--- src/core/sdp_pkg.sv ---
package sdp_pkg;
	localparam int ADDR_W = 4;
	localparam int DATA_W = 18;
	localparam logic [3:0] ADDR_POWER = 4'h2;
	localparam logic [3:0] ADDR_RF1_N = 4'h3;
	localparam logic [3:0] ADDR_RF2_N = 4'h4;
	localparam logic [3:0] ADDR_IF_N = 4'h5;
	localparam logic [3:0] ADDR_RF1_R = 4'h6;
	localparam logic [3:0] ADDR_RF2_R = 4'h7;
	localparam logic [3:0] ADDR_RSV_LO = 4'h9;
	localparam int BIT_IF_ON = 1;
	localparam int BIT_RF_ON = 0;
	localparam int RF1_N_W = 18;
	localparam int RF2_N_W = 17;
	localparam int IF_N_W = 16;
	localparam int REF_W = 13;
	localparam logic [17:0] RF1_N_MIN = 18'h0_03e0;
	localparam logic [16:0] RF2_N_MIN = 17'h0_00f0;
	localparam logic [15:0] IF_N_MIN = 16'h0038;
	localparam logic [12:0] RF2_R_MAX = 13'h1ffd;
	localparam logic [12:0] RF2_R_MIN_G0 = 13'h0007;
	localparam logic [12:0] RF2_R_MIN_G1 = 13'h0008;
	localparam logic [12:0] RF2_R_MIN_G2 = 13'h000a;
	localparam logic [12:0] RF2_R_MIN_G3 = 13'h000e;
	// host register offsets
	localparam logic [3:0] HREG_DATA = 4'h0;
	localparam logic [3:0] HREG_CMD = 4'h1;
	localparam logic [3:0] HREG_STATUS = 4'h2;
	typedef enum logic [1:0] {
		SDP_IDLE = 2'b00,
		SDP_SEND = 2'b01,
		SDP_REJECT = 2'b10
	} sdp_state_e;
endpackage

--- src/core/sdp_link_if.sv ---
interface sdp_link_if;
	import sdp_pkg::*;
	logic wr_valid;
	logic [ADDR_W-1:0] wr_addr;
	logic [DATA_W-1:0] wr_data;
	modport device (input wr_valid, input wr_addr, input wr_data);
	modport host (output wr_valid, output wr_addr, output wr_data);
endinterface

--- src/core/sdp_rf2_ref_check.sv ---
// range check for an rf2 reference count against the gain code
module sdp_rf2_ref_check
	import sdp_pkg::*;
(
	input wire logic [REF_W-1:0] value,
	input wire logic [1:0] gain_code,
	output logic ok
);
	logic [REF_W-1:0] low;
	// lower bound per gain code
	always_comb
	begin
		case (gain_code)
			2'b00: low = RF2_R_MIN_G0;
			2'b01: low = RF2_R_MIN_G1;
			2'b10: low = RF2_R_MIN_G2;
			default: low = RF2_R_MIN_G3;
		endcase
	end
	assign ok = (value >= low) && (value <= RF2_R_MAX);
endmodule

--- src/core/sdp_host.sv ---
// host end: software stages a word then launches it; checks range limits
module sdp_host
	import sdp_pkg::*;
(
	input wire logic clock,
	input wire logic sys_rst,
	sdp_link_if.host link,
	input wire logic [1:0] rf2_detector_gain_code,
	input wire logic [3:0] reg_addr,
	input wire logic [31:0] reg_wdata,
	input wire logic reg_write,
	input wire logic reg_read,
	output logic [31:0] reg_rdata
);
	sdp_state_e state;
	logic [DATA_W-1:0] data;
	logic [ADDR_W-1:0] addr;
	logic sent_pulse;
	logic rejected;
	logic go;
	logic ok;
	logic rf2_ok;

	sdp_rf2_ref_check i_sdp_rf2_ref_check (
		.value(data[REF_W-1:0]),
		.gain_code(rf2_detector_gain_code),
		.ok(rf2_ok)
	);

	// legality of staged word; upper bits must be zero
	always_comb
	begin
		ok = 1'b1;
		if (addr >= ADDR_RSV_LO)
			ok = 1'b0;
		else if (addr == ADDR_POWER)
			ok = (data[DATA_W-1:BIT_IF_ON+1] == '0);
		else if (addr == ADDR_RF1_N)
			ok = (data >= RF1_N_MIN);
		else if (addr == ADDR_RF2_N)
			ok = !data[DATA_W-1] && data[RF2_N_W-1:0] >= RF2_N_MIN;
		else if (addr == ADDR_IF_N)
			ok = (data[DATA_W-1:IF_N_W] == '0) && data[IF_N_W-1:0] >= IF_N_MIN;
		else if (addr == ADDR_RF1_R)
			ok = (data[DATA_W-1:REF_W] == '0);
		else if (addr == ADDR_RF2_R)
			ok = (data[DATA_W-1:REF_W] == '0) && rf2_ok;
	end

	assign go = reg_write && reg_addr == HREG_CMD;

	// staged data and address; frozen while busy so the checked word is sent
	always_ff @(posedge clock)
	begin
		if (sys_rst)
			data <= '0;
		else if (reg_write && reg_addr == HREG_DATA && state == SDP_IDLE)
			data <= reg_wdata[DATA_W-1:0];
	end

	// a launch while busy is ignored, address included
	always_ff @(posedge clock)
	begin
		if (sys_rst)
			addr <= '0;
		else if (go && state == SDP_IDLE)
			addr <= reg_wdata[ADDR_W-1:0];
	end

	// one-cycle send, or a sticky reject when illegal
	always_ff @(posedge clock)
	begin
		if (sys_rst)
		begin
			state <= SDP_IDLE;
			rejected <= 1'b0;
			sent_pulse <= 1'b0;
		end
		else
		begin
			sent_pulse <= 1'b0;
			case (state)
				SDP_IDLE:
				begin
					if (go)
						state <= SDP_SEND;
				end
				SDP_SEND:
				begin
					if (ok)
					begin
						sent_pulse <= 1'b1;
						rejected <= 1'b0;
					end
					else
						rejected <= 1'b1;
					state <= SDP_IDLE;
				end
				default: state <= SDP_IDLE;
			endcase
		end
	end

	assign link.wr_valid = sent_pulse;
	assign link.wr_data = data;
	assign link.wr_addr = addr;

	// read data one cycle after strobe
	always_ff @(posedge clock)
	begin
		if (sys_rst)
			reg_rdata <= '0;
		else if (reg_read)
		begin
			if (reg_addr == HREG_DATA)
				reg_rdata <= {14'h0000, data};
			else if (reg_addr == HREG_CMD)
				reg_rdata <= {28'h000_0000, addr};
			else if (reg_addr == HREG_STATUS)
				reg_rdata <= {30'h0000_0000, rejected, state != SDP_IDLE};
			else
				reg_rdata <= '0;
		end
	end
endmodule

--- src/flat_wrapper.sv ---
// flat-port wrapper written by rule: the top's interface ports become plain ports
module sdp_host_flat import sdp_pkg::*;
  (clock, sys_rst, rf2_detector_gain_code, reg_addr, reg_wdata, reg_write, reg_read, reg_rdata, link_wr_valid, link_wr_addr, link_wr_data);
  sdp_link_if link_i ();
  input wire logic clock;
  input wire logic sys_rst;
  input wire logic [1:0] rf2_detector_gain_code;
  input wire logic [3:0] reg_addr;
  input wire logic [31:0] reg_wdata;
  input wire logic reg_write;
  input wire logic reg_read;
  output logic [31:0] reg_rdata;
  output wire logic [$bits(link_i.wr_valid)-1:0] link_wr_valid;
  output wire logic [$bits(link_i.wr_addr)-1:0] link_wr_addr;
  output wire logic [$bits(link_i.wr_data)-1:0] link_wr_data;
  assign link_wr_valid = link_i.wr_valid;
  assign link_wr_addr = link_i.wr_addr;
  assign link_wr_data = link_i.wr_data;
  sdp_host u_core (.clock(clock), .sys_rst(sys_rst), .link(link_i), .rf2_detector_gain_code(rf2_detector_gain_code), .reg_addr(reg_addr), .reg_wdata(reg_wdata), .reg_write(reg_write), .reg_read(reg_read), .reg_rdata(reg_rdata));
endmodule
--- config.mk ---
export PLATFORM = sky130hd
export DESIGN_NAME = sdp_host_flat
export DESIGN_NICKNAME = d
export VERILOG_FILES = /design/src/core/sdp_pkg.sv /design/src/core/sdp_link_if.sv /design/src/core/sdp_rf2_ref_check.sv /design/src/core/sdp_host.sv /design/src/flat_wrapper.sv
export SDC_FILE = /design/constraint.sdc
export NUM_CORES = 1
export LEC_CHECK = 0
export BUFFER_PORTS_ARGS = -buffer_cell sky130_fd_sc_hd__clkbuf_2
export CORE_MARGIN = 1
export CORE_UTILIZATION = 42
export CTS_CLUSTER_DIAMETER = 100
export DETAILED_ROUTE_END_ITERATION = 16
export HOLD_SLACK_MARGIN = 0.06
export PLACE_DENSITY = 0.76
export SLEW_MARGIN = 20
export SYNTH_ARGS = -nofsm -noshare
export SYNTH_HDL_FRONTEND = slang
export SYNTH_SLANG_ARGS = --single-unit
--- constraint.sdc ---
create_clock -name clock -period 1.6 [get_ports clock]
set_input_delay 0.24 -clock clock [delete_from_list [all_inputs] [get_ports clock]]
set_output_delay 0.24 -clock clock [all_outputs]
set_load 0.05 [all_outputs]
# Yosys cells after proc, flatten, opt, wreduce, memory -nomap -nowiden
# Cells that the tools add are included.
[op_classes]
n_lt_le_gt_ge = 6
n_bitwise = 2
n_mux = 13
reduce_logical = 17
eq_ne = 10
[ops]
columns = ["operator", "n"]
rows = [
  ["two-way mux 32 bit", 2],
  [">= comparator 18 x 10 -> 1 bit, second input constant", 1],
  [">= comparator 17 x 8 -> 1 bit, second input constant", 1],
  ["== test 4 x 3 -> 1 bit, second input constant", 4],
  [">= comparator 16 x 6 -> 1 bit, second input constant", 1],
  ["zero test 16 bit", 1],
  [">= comparator 13 x 4 -> 1 bit", 1],
  ["less-or-equal comparator 13 bit, second input constant", 1],
  ["== test 4 x 2 -> 1 bit, second input constant", 3],
  ["case mux 4 bit (3 select lines)", 1],
  ["two-way mux 1 bit", 9],
  ["logical AND 1 bit", 8],
  ["zero test 2 bit", 3],
  ["zero test 5 bit", 1],
  ["== test 4 x 1 -> 1 bit, second input constant", 1],
  [">= comparator 4 bit, second input constant", 1],
  ["zero test 4 bit", 1],
  ["OR reduction 2 bit", 2],
  ["== test 2 x 1 -> 1 bit, second input constant", 1],
  ["== test 2 bit, second input constant", 1],
  ["two-way mux 2 bit", 1],
  ["NOT 1 bit", 2],
  ["zero test 1 bit", 1],
]
[totals]
out_inout_bits = 55
register_bits = 57
in_bits = 42

# Depth between registers and ports, before layout
[logic_depth]
ltp_word = 13
depth_mapped = 8
depth_no_buf = 8

# Hierarchy
# A second synthesis with hierarchy kept.
[unflattened]
cells_unflattened = 257
area_unflattened_um2 = 2083.2
[by_module_without_submodules]
columns = ["mod", "area_per_inst_um2", "n_inst", "seq_area_each_um2", "cells_per_inst"]
rows = [
  ["sdp_host", 1911.8, 1, 860.8, 236],
  ["sdp_rf2_ref_check", 171.4, 1, 0.0, 21],
]

# Worst setup path after synthesis
# Ideal clock, no wire load.
[synth_timing]
kind = "reg-to-reg"
from = "register u_core.data[3] (netlist: u_core.link.wr_data[3])"
to = "register u_core.sent_pulse (netlist: u_core.link.wr_valid)"
arrival_ps = 1702
setup_ps = 116
slack_ps = -218
path_stages_with_launch = 7
path_buffers = 0
path_cell_list = "dfxtp_1 ha_1 nand4_1 nand4_1 a211oi_1 a211oi_1 o211a_1"
[synth_via]
elab_chain_len = 11
word_cells_on_any_way = 18
cone_classes = "order compare: 5; mux: 8; reduce/logical: 5"
[synth_lines]
columns = ["item", "line_no", "text"]
rows = [
  ["start: declaration", "sdp_host.sv:16", "logic [DATA_W-1:0] data;"],
  ["start signal: assignment", "sdp_host.sv:58", "data <= reg_wdata[DATA_W-1:0];"],
  [">= comparator 13 x 4 -> 1 bit / less-or-equal comparator 13 bit (equally long branches)", "sdp_rf2_ref_check.sv:20", "assign ok = (value >= low) && (value <= RF2_R_MAX);"],
  ["logical AND 1 bit", "sdp_rf2_ref_check.sv:20", ""],
  ["logical AND 1 bit", "sdp_host.sv:47", "ok = (data[DATA_W-1:REF_W] == '0) && rf2_ok;"],
  ["two-way mux 1 bit", "sdp_host.sv:46", "else if (addr == ADDR_RF2_R)"],
  ["two-way mux 1 bit", "sdp_host.sv:44", "else if (addr == ADDR_RF1_R)"],
  ["two-way mux 1 bit", "sdp_host.sv:42", "else if (addr == ADDR_IF_N)"],
  ["two-way mux 1 bit", "sdp_host.sv:40", "else if (addr == ADDR_RF2_N)"],
  ["two-way mux 1 bit", "sdp_host.sv:38", "else if (addr == ADDR_RF1_N)"],
  ["two-way mux 1 bit *", "sdp_host.sv:36", "else if (addr == ADDR_POWER)"],
  ["two-way mux 1 bit *", "sdp_host.sv:34", "if (addr >= ADDR_RSV_LO)"],
  ["two-way mux 1 bit *", "sdp_host.sv:90", "if (ok)"],
  ["end signal: assignment", "sdp_host.sv:77", "sent_pulse <= 1'b0;"],
  ["end signal: assignment", "sdp_host.sv:81", "sent_pulse <= 1'b0;"],
  ["end signal: assignment", "sdp_host.sv:92", "sent_pulse <= 1'b1;"],
  ["end: declaration", "sdp_host.sv:18", "logic sent_pulse;"],
]
# Every way passes the cells marked *; elsewhere a longest branch is shown, timed or not.
# A chain may end at the register's enable or synchronous reset.

# Final worst setup path
[layout_timing]
from = "register u_core.data[6] (netlist: u_core.link.wr_data[6])"
to = "register u_core.sent_pulse (netlist: u_core.link.wr_valid)"
# Same word-level chain as after synthesis.

==> key figures <==
Run status
  – Outcome: complete, no violations

Timing
  – Setup TNS: 0 ns
  – Unrepaired setup endpoints after global routing: false
  – Fmax: approximately 0.65 GHz
  – # setup viols final: 0
  – Min Tclk post-route: around 1.5 ns
  – Final period util: between 90 and 100%
  – Final Max Slew Viols: 0
  – Final clock skew: between 0.01 and 0.015 ns
  – Hold Vio Cnt, Final: 0

Floorplanning
  – Die X: between 70 and 80 um
  – IO Pins: just under 100
  – Core Footprint: 4750 sq um
  – Row cnt: 25
  – Initial Util: between 40% and 50%
  – Die height: approximately 73 um
  – Die ar.: ~5300 sq um

Cells and area
  – Synth-to-Final Area Change: 24.6%
  – Area of the multi-input gates: between 1000 and 1500 sq um
  – Layout cell share with drive strength beyond 1: about a third
  – Filler Cells Inserted: 474
  – Final net count: roughly 360
  – Sequential cell area: ~880 sq um
  – Post-route cell area: about 2600 sq um
  – Ant diodes: 0
  – Fin cells: 382

Routing
  – Vias/cell: 4.88
  – Wire length per cell: ~13 um
  – Detailed-route via count: approximately 1.9k
  – Routed WL: a little under 5 mm
  – Drt drc: 0
  – First drt pass iteration count: 4
  – DRT iter0 DRCs: 66
  – Detail Route Antenna Nets: 0

Hold path
  – HP Class: in -> reg
  – Worst Hold Depth: 3
  – Min-Delay Startpoint: reg_wdata[6]

Clock tree
  – H-tree depth: 2
  – Root buffer cell: clkbuf_8
  – Worst-Skew Late Latency: 0.30 ns
  – Clock slew at reported path FFs: approximately 0.080 ns
  – Clock buffer depth: 2
  – Clk sink count: between 40 and 50
  – TritonCTS clock tree: yes
  – TritonCTS buffer count: 5

Place
  – Port bufs: 68
  – Placer Congestion: about 0.8
  – DP Area: 2520 sq um
  – DP Cell Count: 374
  – Hpwl dp: roughly 3.6 mm

Global routing
  – GRT Overall Usage: 19.9%
  – Gr ovfl total: 0
  – Pin count of the biggest net entering global routing: 42
  – First-pass GRT wire length: between 8 and 9 mm
  – Initial antenna violation count: 0
  – Vias in the first global route: ~1.7k

Power
  – Net Sw Frac: roughly 28%
  – Logic pwr share: between 10% and 20%
  – Pwr dens: roughly 770 nW/um^2
  – Clock network fraction of total power: about a third
  – Seq pwr share: ~54%
  – Worst VDD drop: slightly below 0.5 mV
  – Internal Power: 0.00146 W
  – Sw Pwr: ~0.00056 W
  – Leakage Power: ~1.2 nW

Worst setup path
  – Worst r2r path cells: 5
  – Startpoint types: flip-flop
  – Worst EP required: around 1.8 ns
  – Critical path endpoint category: flip-flop
  – Setup Crit Path Kind: reg -> reg
  – CP arrival: 1.72 ns
  – RR Startpoint: u_core.link.wr_data[6]
  – CP max FO: 6
  – Setup slack, reg-to-reg: between 0.06 and 0.07 ns
  – Worst Setup SP: u_core.link.wr_data[6]

Synthesis
  – Sequential fraction of the synthesis area: between 40 and 50%
  – Synth warn: 0
  – Count leader, synth: dfxtp_1
  – Fraction of registers with async set or reset after synthesis: 0%
  – Post-synth top cells: dfxtp_1 (43), nor2_1 (42), mux2i_1 (25), a21oi_1 (18), nor2b_1 (16)
  – Area share of the largest cell type after synthesis: about two fifths
  – Post-synth design cell area: between 2000 and 2500 sq um
  – #FFs+latches synth: 43
  – Mean Syn Cell Area: a little under 9 sq um
  – Post-synth EDFFs: 0
  – Main flop type after synthesis: dfxtp_1
  – Syn Inst Count: 241
  – Synth unique cells: 35
  – Ranking of synthesized cells by area: dfxtp_1 (41%), mux2i_1 (12%), nor2_1 (7.5%), buf_4 (5.0%), nor2b_1 (4.8%)
  – Yosys top cell by area: dfxtp_1

Job
  – Maxcap violations: 0
## worst max-delay path, stage by stage, from the launching register on
cell	delay, ns
dfxtp_2	0.39
and3_1	0.19
nand4_1	0.14
o31ai_1	0.34
a211oi_2	0.13
o211a_1	0.23
## power groups by stage
stage	registers, W	clock network (W)	logic [W]
after floorplan	0.00114	0	0.000185
after global placement	0.00111	0	0.000254
after detailed placement	0.00111	0	0.000257
after CTS	0.00109	0.000698	0.000258
after global routing	0.00109	0.000748	0.000282
final	0.00109	0.000675	0.000258
## logic make-up after synthesis
kind of cell / after synthesis / synth area share (%)
and+or+nand+nor: 96 / 23.3
DFF: 43 / 41.0
AOI/OAI and AO/OA: 34 / 9.24
buffers and inverters: 34 / 9.71
muxes: 27 / 13.0
adders and majority gates: 6 / 3.58
other: 1 / 0.179
## metrics by stage
stage                     hold WS (ns)  total power (W)  setup WS, ns  util, %
after floorplan                  0.384          0.00132       0.00266        -
after global placement           0.456          0.00136        -0.170     52.9
after detailed placement         0.460          0.00137        -0.211     52.9
after CTS                        0.170          0.00204        0.0452     54.7
after global routing             0.173          0.00212       0.00809     55.0
final                            0.178          0.00202        0.0699     55.0
## metal layers
layer	track usage, %	wire length [um]
met3	5.25	278
met4	6.32	67
met1	25.7	2230
met5	0	0
met2	32.3	2260
## final cells by class
| cell class | instances | area share, % |
|---|---|---|
| tap | 67 | 3.21 |
| clock buffer | 6 | 2.78 |
| clock inverter | 2 | 0.431 |
| timing repair buffer | 81 | 17.2 |
| inverter | 6 | 0.861 |
| multi-input combinational | 177 | 42.0 |
| sequential | 43 | 33.5 |
## registers in the layout (all words and copies together), names as in the netlist
register / count
u_core.link.wr_addr: 4
u_core.link.wr_data: 18
u_core.link.wr_valid: 1
u_core.reg_rdata: 18
u_core.rejected: 1
u_core.state: 1
## worst paths after layout
path / endpoint
max: u_core.link.wr_valid
min: u_core.link.wr_data[6]
max reg2reg: u_core.link.wr_valid
min reg2reg: u_core.reg_rdata[2]
## layout by cell type (no fill, tap or decap)
master and instances:
nor3_4 1, dfxtp_1 33, inv_4 1, buf_12 1, nand4_1 4, nor4_1 1, clkinv_2 1, nor2b_1 16
clkbuf_2 68, conb_1 14, inv_1 6, dfxtp_4 1, nand4b_1 1, nand2b_1 4, a211oi_2 2, nor3_2 1
o211a_1 1, mux2_2 2, nand3_1 9, mux2i_1 25, clkbuf_8 5, o31ai_1 1, dfxtp_2 9, o21ai_0 6
nor2_1 42, nand2_1 5, a21oi_1 18, and3_1 2, and4bb_2 1, buf_4 12, nor3_1 5, and3b_1 1
o22ai_1 2, nor3b_1 3, ha_1 6, o21a_1 2, clkbuf_1 1, a21o_1 1, a31oi_1 1
## timing repair
action / in CTS / in global routing
setup buffers: 0 / 0
endpoints found under the setup margin: 0 / 1
gates resized for setup: 0 / 3
hold buffers: 0 / 0
Note: power is estimated with default switching activity, not from simulation.
